$ cat config.mk
export PLATFORM = sky130hd
export DESIGN_NAME = psmc_top
export DESIGN_NICKNAME = d
export VERILOG_FILES = /design/src/psmc_pkg.sv /design/src/psmc_tick_if.sv /design/src/psmc_hard_powerdown_pin.sv /design/src/psmc_mcycle.sv /design/src/psmc_top.sv
export SDC_FILE = /design/constraint.sdc
export NUM_CORES = 1
export LEC_CHECK = 0
export BUFFER_PORTS_ARGS = -buffer_cell sky130_fd_sc_hd__buf_2
export CAP_MARGIN = 40
export CORE_ASPECT_RATIO = 0.75
export CORE_MARGIN = 2
export CORE_UTILIZATION = 45
export CTS_CLUSTER_SIZE = 14
export DETAILED_ROUTE_END_ITERATION = 10
export GPL_TIMING_DRIVEN = 0
export PLACE_DENSITY = 0.79
export SLEW_MARGIN = 20
export SYNTH_ARGS = -nofsm -noshare
export SYNTH_HDL_FRONTEND = slang
export SYNTH_SLANG_ARGS = --single-unit
$ cat constraint.sdc
create_clock -name core_clk -period 4.6 [get_ports core_clk]
set_input_delay 0.23 -clock core_clk [delete_from_list [all_inputs] [get_ports core_clk]]
set_output_delay 0.23 -clock core_clk [all_outputs]
set_load 0.01 [all_outputs]
$ cat src/psmc_pkg.sv
package psmc_pkg;
   // ==========================================================
   // Register map (byte addresses on the APB)
   localparam logic [7:0] PSMC_OFF_CTRL = 8'h00;
   localparam logic [7:0] PSMC_OFF_STAT = 8'h04;
   // ==========================================================
   // Control register fields
   localparam int PSMC_B_LIGHT_ARM = 0;
   localparam int PSMC_B_DEEP_ARM = 1;
   localparam int PSMC_B_GF0 = 2;
   localparam int PSMC_B_GF1 = 3;
   localparam int PSMC_B_CLK_DIV = 4;
   localparam int PSMC_B_LIGHT_START = 5;
   localparam int PSMC_B_DEEP_START = 6;
   localparam logic [7:0] PSMC_CTRL_RESET = 8'h00;
   // ==========================================================
   // Timing: machine cycle length in core clock cycles, hardware reset length in machine cycles
   localparam logic [6:0] PSMC_MC_CLKS = 7'h0C;
   localparam logic [6:0] PSMC_SLOW_FACTOR = 7'h08;
   localparam logic [1:0] PSMC_HW_RESET_MCS = 2'h2;
   // ==========================================================
   typedef enum logic [1:0] {PSMC_RUN, PSMC_IDLE, PSMC_SWPD} psmc_mode_t;
   typedef enum logic [1:0] {PSMC_HW_RUN, PSMC_HW_RESET, PSMC_HW_OFF, PSMC_HW_WAKE} psmc_hw_t;
endpackage : psmc_pkg

$ cat src/psmc_tick_if.sv
`timescale 1ns/100ps
interface psmc_tick_if;
   logic mc_tick;
   logic clk_out;
   logic slow_active;
   logic stop_all;
   logic pd_req;
   logic osc_ready;
   logic hw_int_reset;
   logic hw_float;
   logic hw_osc_off;
   logic hw_wdt_clear;
   logic hw_osc_flag_set;
   logic [1:0] hw_state;
   modport timer (output mc_tick, output clk_out, input slow_active, input stop_all);
   modport seq (input mc_tick, input pd_req, input osc_ready, output hw_int_reset,
      output hw_float, output hw_osc_off, output hw_wdt_clear, output hw_osc_flag_set,
      output hw_state);
endinterface : psmc_tick_if

$ cat src/psmc_hard_powerdown_pin.sv
`timescale 1ns/100ps
module psmc_hard_powerdown_pin
   import psmc_pkg::*;
(
   // Clock and reset
   input wire logic core_clk,
   input wire logic rst_b,
   // Sequencer signals
   psmc_tick_if.seq tif
);
   psmc_hw_t state;
   logic [1:0] mcs;

   // External reset always wins over hardware power down
   always_ff @(posedge core_clk) begin
      if (!rst_b) begin
         state <= PSMC_HW_RUN;
         mcs <= 2'h0;
      end else begin
         case (state)
            PSMC_HW_RUN: begin
               if (tif.mc_tick && tif.pd_req) begin
                  state <= PSMC_HW_RESET;
                  mcs <= 2'h0;
               end
            end
            PSMC_HW_RESET: begin
               if (tif.mc_tick) begin
                  mcs <= mcs + 2'h1;
                  if (mcs == PSMC_HW_RESET_MCS - 2'h1) begin
                     state <= tif.pd_req ? PSMC_HW_OFF : PSMC_HW_RUN;
                  end
               end
            end
            PSMC_HW_OFF: begin
               // No machine cycles here, so the pin is watched every clock
               if (!tif.pd_req) begin
                  state <= PSMC_HW_WAKE;
               end
            end
            PSMC_HW_WAKE: begin
               if (tif.osc_ready) begin
                  state <= PSMC_HW_RUN;
               end
            end
            default: state <= PSMC_HW_RUN;
         endcase
      end
   end

   always_ff @(posedge core_clk) begin
      if (!rst_b) begin
         tif.hw_wdt_clear <= 1'b0;
         tif.hw_osc_flag_set <= 1'b0;
      end else begin
         tif.hw_wdt_clear <= state == PSMC_HW_RUN && tif.mc_tick && tif.pd_req;
         tif.hw_osc_flag_set <= state == PSMC_HW_WAKE && tif.osc_ready;
      end
   end

   assign tif.hw_int_reset = state == PSMC_HW_RESET || state == PSMC_HW_WAKE;
   assign tif.hw_float = state == PSMC_HW_OFF;
   assign tif.hw_osc_off = state == PSMC_HW_OFF;
   assign tif.hw_state = state;
endmodule : psmc_hard_powerdown_pin

$ cat src/psmc_mcycle.sv
`timescale 1ns/100ps
module psmc_mcycle
   import psmc_pkg::*;
(
   // Clock and reset
   input wire logic core_clk,
   input wire logic rst_b,
   // Timing to the sequencer
   psmc_tick_if.timer tif
);
   logic [6:0] cnt;
   logic [6:0] last;

   function automatic logic [6:0] psmc_last(input logic slow);
      logic [13:0] len;
      len = slow ? {7'h00, PSMC_MC_CLKS} * {7'h00, PSMC_SLOW_FACTOR}
         : {7'h00, PSMC_MC_CLKS};
      return len[6:0] - 7'h01;
   endfunction : psmc_last

   // Slow down stretches the whole machine cycle, so every derived rate drops
   assign last = psmc_last(tif.slow_active);

   always_ff @(posedge core_clk) begin
      if (!rst_b || tif.stop_all) begin
         cnt <= 7'h00;
      end else if (cnt >= last) begin
         cnt <= 7'h00;
      end else begin
         cnt <= cnt + 7'h01;
      end
   end

   // Clock output runs at machine rate, divided with everything else in slow down
   always_ff @(posedge core_clk) begin
      if (!rst_b || tif.stop_all) begin
         tif.clk_out <= 1'b0;
      end else begin
         tif.clk_out <= cnt <= {1'b0, last[6:1]};
      end
   end

   assign tif.mc_tick = !tif.stop_all && (cnt == last);
endmodule : psmc_mcycle

$ cat src/psmc_top.sv
// Summary of operation
// Idle stops CPU and watchdog clocks; other peripherals keep running.
// Outside logic holds the enable pin low to allow idle entry.
// Idle entry: write light arm alone, then very next write light start alone.
// A write setting light arm and start together never enters idle.
// Light arm and start bits self-clear and always read zero.
// Any enabled interrupt ends idle; execution resumes after the start write.
// Hardware reset ends idle; two machine cycles of reset suffice.
// Software power down stops the oscillator and all functions, keeps state.
// In power down ports hold values and the clock output stops low.
// In power down address strobe and fetch strobe are driven low.
// Power down entry: pin low, deep arm write, then deep start write alone.
// Deep arm with start together does nothing; both bits self-clear, read zero.
// Simultaneous idle and power down requests give power down.
// Only hardware reset leaves power down; it restarts the oscillator.
// Outside reset must last long enough for oscillator restart.
// Slow down divides all oscillator-derived rates, clock output too, by eight.
// Divide bit with pin low enters slow down within two machine cycles.
// Monitor enable pin high for hardware power down; enable pin irrelevant.
// Hardware power-down pin is sampled once per machine cycle, low requests.
// A request runs a two machine cycle internal reset, clearing watchdog.
// Afterwards both oscillators stop and ports and control lines float.
// With the enable pin high software entry sequences are ignored.
// Pin high again: pins reset, oscillators on, reset held until clock runs.
// Hardware reset ends hardware power down with a normal reset.
// A single active sample gives an internal reset, then normal running.
// An armed bit not followed by its start write is discarded.
`timescale 1ns/100ps
module psmc_top
   import psmc_pkg::*;
(
   // Clock and reset
   input wire logic core_clk,
   input wire logic rst_b,
   // APB slave
   input wire logic psel,
   input wire logic penable,
   input wire logic pwrite,
   input wire logic [7:0] paddr,
   input wire logic [31:0] pwdata,
   output logic [31:0] prdata,
   output logic pready,
   output logic pslverr,
   // Device pins
   input wire logic power_save_enable_pin_b,
   input wire logic hard_powerdown_pin_b,
   input wire logic osc_monitor_enable_pin,
   input wire logic main_osc_running,
   // Core side
   input wire logic wake_irq,
   output logic cpu_clk_en,
   output logic watchdog_clk_en,
   output logic periph_clk_en,
   output logic machine_tick,
   output logic clock_output_pin,
   output logic osc_enable,
   output logic rc_osc_enable,
   output logic internal_reset,
   output logic watchdog_reset_flag_clear,
   output logic osc_monitor_flag_set,
   // Pin state control
   output logic strobes_hold_high,
   output logic strobes_hold_low,
   output logic port_hold,
   output logic port_float
);
   // ==========================================================
   // Pin synchronisers
   logic [3:0] pin_s1;
   logic [3:0] pin_s2;
   logic pse_low;
   logic pd_low;
   logic owe_high;
   logic osc_run;

   always_ff @(posedge core_clk) begin
      // Idle pin levels, so no false request or enable follows reset
      if (!rst_b) begin
         pin_s1 <= 4'hF;
         pin_s2 <= 4'hF;
      end else begin
         pin_s1 <= {main_osc_running, osc_monitor_enable_pin,
            hard_powerdown_pin_b, power_save_enable_pin_b};
         pin_s2 <= pin_s1;
      end
   end

   assign pse_low = !pin_s2[0];
   assign pd_low = !pin_s2[1];
   assign owe_high = pin_s2[2];
   assign osc_run = pin_s2[3];

   // ==========================================================
   // Timing and hardware power down
   psmc_tick_if tif ();
   psmc_mode_t mode;
   logic sys_rst;
   logic slow_active;

   psmc_mcycle u_mcycle (
      .core_clk(core_clk),
      .rst_b(rst_b),
      .tif(tif.timer)
   );

   psmc_hard_powerdown_pin u_hard_powerdown_pin (
      .core_clk(core_clk),
      .rst_b(rst_b),
      .tif(tif.seq)
   );

   // Enable pin plays no part here; wake needs the monitor enabled
   assign tif.pd_req = pd_low;
   assign tif.osc_ready = osc_run && owe_high;
   assign tif.slow_active = slow_active;
   assign tif.stop_all = mode == PSMC_SWPD || tif.hw_osc_off;

   // Internal reset from the sequencer acts like the reset pin
   assign sys_rst = !rst_b || tif.hw_int_reset;

   // ==========================================================
   // Register access
   logic acc;
   logic wr_ctrl;
   logic mapped;
   logic [7:0] wd;
   logic [1:0] gen_flags;
   logic clock_divide;
   logic light_armed;
   logic deep_armed;
   logic light_go;
   logic deep_go;

   assign mapped = paddr == PSMC_OFF_CTRL || paddr == PSMC_OFF_STAT;
   assign acc = psel && penable;
   assign wr_ctrl = acc && pwrite && paddr == PSMC_OFF_CTRL;
   assign wd = pwdata[7:0];
   assign pready = 1'b1;
   assign pslverr = acc && !mapped;

   // Entry sequences are blocked outright while the enable pin is high
   assign light_go = wr_ctrl && pse_low && light_armed && wd[PSMC_B_LIGHT_START]
      && !wd[PSMC_B_LIGHT_ARM];
   assign deep_go = wr_ctrl && pse_low && deep_armed && wd[PSMC_B_DEEP_START]
      && !wd[PSMC_B_DEEP_ARM];

   // Any write to the control register consumes a pending arm
   always_ff @(posedge core_clk) begin
      if (sys_rst) begin
         light_armed <= 1'b0;
         deep_armed <= 1'b0;
      end else if (wr_ctrl) begin
         light_armed <= pse_low && wd[PSMC_B_LIGHT_ARM] && !wd[PSMC_B_LIGHT_START];
         deep_armed <= pse_low && wd[PSMC_B_DEEP_ARM] && !wd[PSMC_B_DEEP_START];
      end
   end

   always_ff @(posedge core_clk) begin
      if (sys_rst) begin
         gen_flags <= PSMC_CTRL_RESET[PSMC_B_GF1:PSMC_B_GF0];
      end else if (wr_ctrl) begin
         gen_flags <= wd[PSMC_B_GF1:PSMC_B_GF0];
      end
   end

   // Setting the divider needs the pin low; clearing is always allowed
   always_ff @(posedge core_clk) begin
      if (sys_rst) begin
         clock_divide <= PSMC_CTRL_RESET[PSMC_B_CLK_DIV];
      end else if (wr_ctrl && (pse_low || !wd[PSMC_B_CLK_DIV])) begin
         clock_divide <= wd[PSMC_B_CLK_DIV];
      end
   end

   // Divider change waits for a machine cycle boundary
   always_ff @(posedge core_clk) begin
      if (sys_rst) begin
         slow_active <= 1'b0;
      end else if (tif.mc_tick) begin
         slow_active <= clock_divide;
      end
   end

   // ==========================================================
   // Power mode
   always_ff @(posedge core_clk) begin
      if (sys_rst) begin
         mode <= PSMC_RUN;
      end else begin
         case (mode)
            PSMC_RUN: begin
               if (deep_go) begin
                  mode <= PSMC_SWPD;
               end else if (light_go) begin
                  mode <= PSMC_IDLE;
               end
            end
            PSMC_IDLE: begin
               if (wake_irq) begin
                  mode <= PSMC_RUN;
               end
            end
            // Frozen until a reset
            PSMC_SWPD: mode <= PSMC_SWPD;
            default: mode <= PSMC_RUN;
         endcase
      end
   end

   // ==========================================================
   // Read data, registered in the setup phase
   always_ff @(posedge core_clk) begin
      if (!rst_b) begin
         prdata <= 32'h0000_0000;
      end else if (psel && !penable && !pwrite) begin
         prdata <= 32'h0000_0000;
         if (paddr == PSMC_OFF_CTRL) begin
            // Arm and start bits read zero here; the armed state shows in the status register
            prdata[PSMC_B_GF1:PSMC_B_GF0] <= gen_flags;
            prdata[PSMC_B_CLK_DIV] <= clock_divide;
         end else if (paddr == PSMC_OFF_STAT) begin
            prdata[7:0] <= {tif.hw_state, mode, slow_active, light_armed,
               deep_armed, pse_low};
         end
      end
   end

   // ==========================================================
   // Clocks and pins
   assign cpu_clk_en = mode == PSMC_RUN && !tif.hw_osc_off;
   assign watchdog_clk_en = mode == PSMC_RUN && !tif.hw_osc_off && !tif.hw_int_reset;
   assign periph_clk_en = mode != PSMC_SWPD && !tif.hw_osc_off;
   assign machine_tick = tif.mc_tick;
   // Register lags the stop by a cycle, so gate it here
   assign clock_output_pin = tif.clk_out && !tif.stop_all;
   assign osc_enable = mode != PSMC_SWPD && !tif.hw_osc_off;
   assign rc_osc_enable = !tif.hw_osc_off;
   assign internal_reset = sys_rst;
   assign watchdog_reset_flag_clear = tif.hw_wdt_clear;
   assign osc_monitor_flag_set = tif.hw_osc_flag_set;
   assign strobes_hold_high = mode == PSMC_IDLE;
   assign strobes_hold_low = mode == PSMC_SWPD;
   assign port_hold = mode == PSMC_SWPD;
   assign port_float = tif.hw_float;
endmodule : psmc_top

# Word level (Yosys, flattened, before mapping)

Index checks and enable logic that the tools add are counted.

Bits in registers: 38
Input port bits: 50
Output and inout port bits: 48
Word-level logic and storage cells: 111

Add/subtract/negate cells: 3
Order comparisons: 2
Equal/unequal tests: 16
Mux-type cells: 19
Reduce and logical (&&, ||, !) cells: 56

Operators with widths:

| operator                                                                | number |
|---|---|
| 1-bit logical AND                                                       | 28 |
| 2-bit 2-to-1 mux                                                        | 12 |
| 1-bit zero test                                                         | 14 |
| 8-bit by 3-bit equality test with 1-bit output, second input constant   | 1 |
| 8-bit zero test                                                         | 1 |
| 8-bit 2-to-1 mux                                                        | 1 |
| 2-bit by 1-bit inequality test with 1-bit output, second input constant | 4 |
| 2-bit case mux with 4 select lines                                      | 1 |
| 7-bit by 1-bit adder with 7-bit output, second input constant           | 1 |
| 7-bit equality test                                                     | 1 |
| 7-bit >= comparator                                                     | 1 |
| 7-bit by 6-bit less-or-equal comparator with 1-bit output               | 1 |
| 7-bit 2-to-1 mux                                                        | 1 |
| 7-bit by 1-bit subtractor with 7-bit output, second input constant      | 1 |
| 2-bit by 1-bit equality test with 1-bit output, second input constant   | 3 |
| 2-bit equality test, second input constant                              | 3 |
| 1-bit logical OR                                                        | 6 |
| 3-bit 2-to-1 mux                                                        | 2 |
| 2-bit inequality test, second input constant                            | 3 |
| 2-bit case mux with 3 select lines                                      | 1 |
| 5-bit AND reduction                                                     | 1 |
| 2-bit zero test                                                         | 2 |
| 2-bit case mux with 2 select lines                                      | 1 |
| 3-bit inequality test, second input constant                            | 1 |
| 5 further kinds                                                         | 5 |

# Depth between registers and ports, before layout

Word-level depth: 10
Mapped depth: 6
Gate-level depth less buffers: 6

# By module

A second synthesis with hierarchy kept.

Cell total of the unflattened synthesis: 236
Area, all modules: 2093.3 µm²

By module, submodules not included:

| module                  | times used | cells each | area each (µm²) | sequential area each (µm²) |
|---|---|---|---|---|
| psmc_top                | 1          | 145        | 1273.7          | 480.5 |
| psmc_mcycle             | 1          | 56         | 516.7           | 160.2 |
| psmc_hard_powerdown_pin | 1          | 35         | 302.8           | 120.1 |

# Least setup slack after synthesis

OpenSTA, ideal clock, no wires.

Path kind: register -> register
Start: register slow_active
End: register u_hard_powerdown_pin.mcs[0]
Setup time: 126 ps
Data arrival time: 1662 ps
Path slack: 2813 ps
Stages on the path, launching flop included: 7
Buffers on the path: 0
Cell sequence: dfxtp_1 -> inv_1 -> ha_1 -> nand4b_1 -> or4_1 -> o21ai_0 -> a21boi_0

Word-level cells in the longest chain between the ends: 7
Elaborated cells between the ends (all ways): 8

Ends and longest elaborated chain:

| what                                                       | RTL line                      | RTL |
|---|---|---|
| from (decl)                                                | psmc_top.sv:98                | `logic slow_active;` |
| from (signal assigned)                                     | psmc_top.sv:180               | `slow_active <= clock_divide;` |
| 7-bit 2-to-1 mux (*)                                       | psmc_mcycle.sv:16             | `len = slow ? {7'h00, PSMC_MC_CLKS} * {7'h00, PSMC_SLOW_FACTOR}` |
| 7-bit by 1-bit subtractor with 7-bit output (*)            | psmc_mcycle.sv:18             | `return len[6:0] - 7'h01;` |
| 7-bit equality test (*)                                    | psmc_mcycle.sv:43             | `assign tif.mc_tick = !tif.stop_all && (cnt == last);` |
| 1-bit logical AND (*)                                      | psmc_mcycle.sv:43             |  |
| 1-bit logical AND                                          | psmc_hard_powerdown_pin.sv:22 | `if (tif.mc_tick && tif.pd_req) begin` |
| 2-bit by 1-bit inequality test with 1-bit output (no line) | --                            |  |
| 3-bit AND reduction (no line) (*)                          | --                            |  |
| to (signal assigned)                                       | psmc_hard_powerdown_pin.sv:29 | `mcs <= mcs + 2'h1;` |
| to (decl)                                                  | psmc_hard_powerdown_pin.sv:12 | `logic [1:0] mcs;` |

Mark *: on every way between the ends. The rest lies on a longest branch, timed or not.
A chain may end at the register's enable or synchronous reset.

# Worst setup path after layout

Start: register slow_active
End: output machine_tick

Word-level cells in the longest chain between the ends: 4

Ends and longest elaborated chain:

| what                                        | RTL line          | RTL |
|---|---|---|
| 7-bit 2-to-1 mux                            | psmc_mcycle.sv:16 |  |
| 7-bit by 1-bit subtractor with 7-bit output | psmc_mcycle.sv:18 |  |
| 7-bit equality test                         | psmc_mcycle.sv:43 |  |
| 1-bit logical AND                           | psmc_mcycle.sv:43 |  |
| to (decl)                                   | psmc_top.sv:54    | `output logic machine_tick,` |

Every way passes these cells.

==> results.tsv <==
stage	metric	value	unit
floorplan	fp.coreArea	4150	um^2
finish	final_area	2470	um^2
pwr	switchingPower	154	uW
sta	rsz0062_at_grt	no	
pwr	ir_drop	0.211	mV
detailed_routing	first_pass_iters	4	
worst_setup_path	cp-startpoint	slow_active$_SDFFE_PP0P_	
clocking	post-cts-setup-buffers	0	
worst_setup_path	worst_setup_path_end_kind	output pin	
grt	grt_overflow_total	0	
yosys	synth-edff-count	0	
worst_setup_path	worstPathMaxFanout	6	
place	dp_hpwl	3.20	mm
yosys	synthTopCellsByArea	dfxtp_1 (38%), buf_4 (10%), ha_1 (5.0%), a21boi_0 (3.4%), nor2_1 (3.0%)	
clocking	cts_resized	0	
detailed_routing	via_per_inst	4.78	
pwr	swShare	0.239	
run	max_cap_viol_count	0	
pwr	intPower	490	uW
clocking	cts.clk_slew.worst_paths	0.08	ns
floorplan	die_h	61.6	um
clocking	clkSinkCount	38	
yosys	netlist_area	1990	um^2
detailed_routing	drt-total-wl	4.07	mm
floorplan	die_x	80.9	um
detailed_routing	ant_nets	0	
pwr	power_density	261	nW/um^2
hold_path	hold_end	pin_s1[0]$_SDFF_PN1_	
clocking	htreeDepth	2	
clocking	cts_buffers	5	
pwr	p_leak	0.00111	uW
worst_setup_path	r2r-end	u_hard_powerdown_pin.mcs[1]$_SDFFE_PN0P_	
status	outcome	completed	
place	io_buffers	46	
hold_path	hp-class	in -> reg	
yosys	avgSynthCellArea	9.27	um^2
pwr	combPwrFrac	0.105	
floorplan	dieArea	4980	um^2
sta	max-slew-margin-rel	0.458	
worst_setup_path	r2r_start	slow_active$_SDFFE_PP0P_	
sta	finClkSkew	0.00917	ns
grt	grt_pass1_wl	6.49	mm
worst_setup_path	worst_setup_path_start_kind	flip-flop	
grt	grt_util_all_layers	0.178	
place	globalplace.congestion	0.792	
yosys	netlist.area_leader.share	0.382	
floorplan	rows	20	
sta	finalCritPeriodShare	0.472	
worst_setup_path	r2r_setup_slack	2.59	ns
hold_path	min-delay-start	power_save_enable_pin_b	
worst_setup_path	cp.arrival	1.94	ns
worst_setup_path	path_class	reg -> out	
yosys	ys_ff_latch	38	
sta	report.final.slew_viol_count	0	
finish	nets	349	
grt	grt_max_degree	12	
detailed_routing	detail_route.wl_per_cell	11.7	um
pwr	seq_power_share	0.528	
yosys	ys_types	47	
yosys	yosysWarnings	0	
finish	diodes	0	
sta	fin_tns_setup	0	ns
clocking	cts_tree	done	
sta	period_needed	2.17	ns
hold_path	hold_depth	2	
detailed_routing	drc	0	
floorplan	pin_count	98	
sta	tightest_slew	0.812	ns
finish	drive_above_1_share	0.322	
detailed_routing	vias	1657	
finish	syn_to_final_growth	23.9	%
clocking	clockBufferDepth	2	
yosys	synth_top_area_cell	dfxtp_1	
clocking	clock-root-buffer	clkbuf_8	
place	placed_area	2380	um^2
floorplan	initial_core_util	0.480	
sta	setup_viol	0	
detailed_routing	first_iter_violations	71	
pwr	pwr-share-clk	0.368	
yosys	async_flop_share	0	
yosys	syn_inst	215	
clocking	ctsHoldBuffers	0	
clocking	clock_latency	0.30	ns
sta	fmaxAchievable	460	MHz
yosys	yosysSeqAreaShare	0.382	
yosys	yosys_most_used_dff	dfxtp_1	
worst_setup_path	required	4.37	ns
sta	hold_viol_final	0	
grt	grt_pass1_vias	1406	
grt	antenna_found_initial	0	
worst_setup_path	rr_worst_depth	6	
==> cell families after synthesis <==
logic type,after synthesis,synth area share
other,2,0.00377
buffers and inverters,42,0.138
adders and majority gates,8,0.0502
xor gates and xnor gates,5,0.0220
DFF,38,0.382
AOI/OAI and AO/OA,26,0.0942
muxes,6,0.0320
and+or+nand+nor,88,0.278
==> placed cells by master (no fill, tap or decap), types with 5 or more instances in the layout <==
cell      Yosys  layout
buf_2         1      47
dfxtp_1      38      38
buf_4        27      27
conb_1        2      25
nor2_1       16      16
nand2_1      13      13
nand2b_1      9       9
a21boi_0      9       9
clkbuf_1      7       8
ha_1          8       8
nand3_1       6       6
clkbuf_8      0       6
nor2b_1       5       5
inv_1         5       5
==> synthesized netlist by cell type, types with 3 or more instances <==
| library cell | instances |
|---|---|
| dfxtp_1 | 38 |
| buf_4 | 27 |
| nor2_1 | 16 |
| nand2_1 | 13 |
| a21boi_0 | 9 |
| nand2b_1 | 9 |
| ha_1 | 8 |
| clkbuf_1 | 7 |
| nand3_1 | 6 |
| inv_1 | 5 |
| nor2b_1 | 5 |
| a21oi_1 | 4 |
| and3_1 | 4 |
| nand3b_1 | 4 |
| nand4_1 | 4 |
| nor3b_1 | 4 |
| mux2_2 | 3 |
| mux2i_1 | 3 |
| nand4b_1 | 3 |
| nor4_1 | 3 |
| xor2_1 | 3 |
==> area by class of cell <==
type,instances,area (um^2)
inverters,5,18.8
repair buffers,46,230
multi-input cells,158,1040
well taps,55,68.8
clock inverters,1,5.00
flip-flops and latches,38,761
clock buffers,7,86.3
plain buffers,37,256
fillers,398,1680
==> sequential cells by signal (all words and copies together) (netlist names), named ones only <==
signal / count
u_hard_powerdown_pin.mcs: 2
slow_active: 1
pin_s2: 4
u_mcycle.tif.clk_out: 1
gen_flags: 2
u_hard_powerdown_pin.tif.hw_wdt_clear: 1
prdata: 8
light_armed: 1
mode: 2
pin_s1: 4
deep_armed: 1
clock_divide: 1
u_hard_powerdown_pin.tif.hw_osc_flag_set: 1
u_hard_powerdown_pin.tif.hw_state: 1
u_mcycle.cnt: 7
==> critical path, cell delays in order (launching register included) <==
cell and delay (ns):
dfxtp_1 0.35, inv_1 0.13, ha_1 0.32, nand4b_1 0.23, nor4_4 0.41, buf_2 0.21
==> per-layer routing <==
metal	wire length, um	vias up	GRT usage
met5	0	-	0
met4	42	0	0.0508
met3	282	5	0.0660
met2	1760	55	0.267
met1	1980	748	0.241
li1	-	849	-
==> power groups by stage <==
| stage | Combinational (uW) | Clock, uW | Sequential [uW] |
|---|---|---|---|
| after floorplan | 48.6 | 0 | 346 |
| after global placement | 65.3 | 0 | 347 |
| after detailed placement | 66.4 | 0 | 348 |
| after CTS | 66.6 | 242 | 340 |
| after global routing | 75.3 | 260 | 341 |
| final | 67.3 | 237 | 340 |
==> worst max-delay path by stage <==
stage                                                to
2_1_floorplan  u_hard_powerdown_pin.mcs[0]$_SDFFE_PN0P_
3_3_place_gp   u_hard_powerdown_pin.mcs[1]$_SDFFE_PN0P_
6_report                                   machine_tick
3_5_place_dp   u_hard_powerdown_pin.mcs[1]$_SDFFE_PN0P_
5_1_grt                                    machine_tick
4_1_cts                                    machine_tick
==> metrics by stage <==
| stage | setup slack (ns) | std cells | hold slack, ns | total power [uW] | utilization |
|---|---|---|---|---|---|
| 2_1_floorplan | 2.81 | 238 | 0.303 | 394 | - |
| 3_3_place_gp | 2.62 | 339 | 0.389 | 413 | 0.573 |
| 3_5_place_dp | 2.58 | 339 | 0.393 | 414 | 0.573 |
| 4_1_cts | 2.42 | 347 | 0.106 | 648 | 0.595 |
| 5_1_grt | 2.30 | 347 | 0.113 | 676 | 0.595 |
| 6_report | 2.43 | 347 | 0.108 | 644 | 0.595 |
No activity file was read; power rests on OpenSTA's default activity.
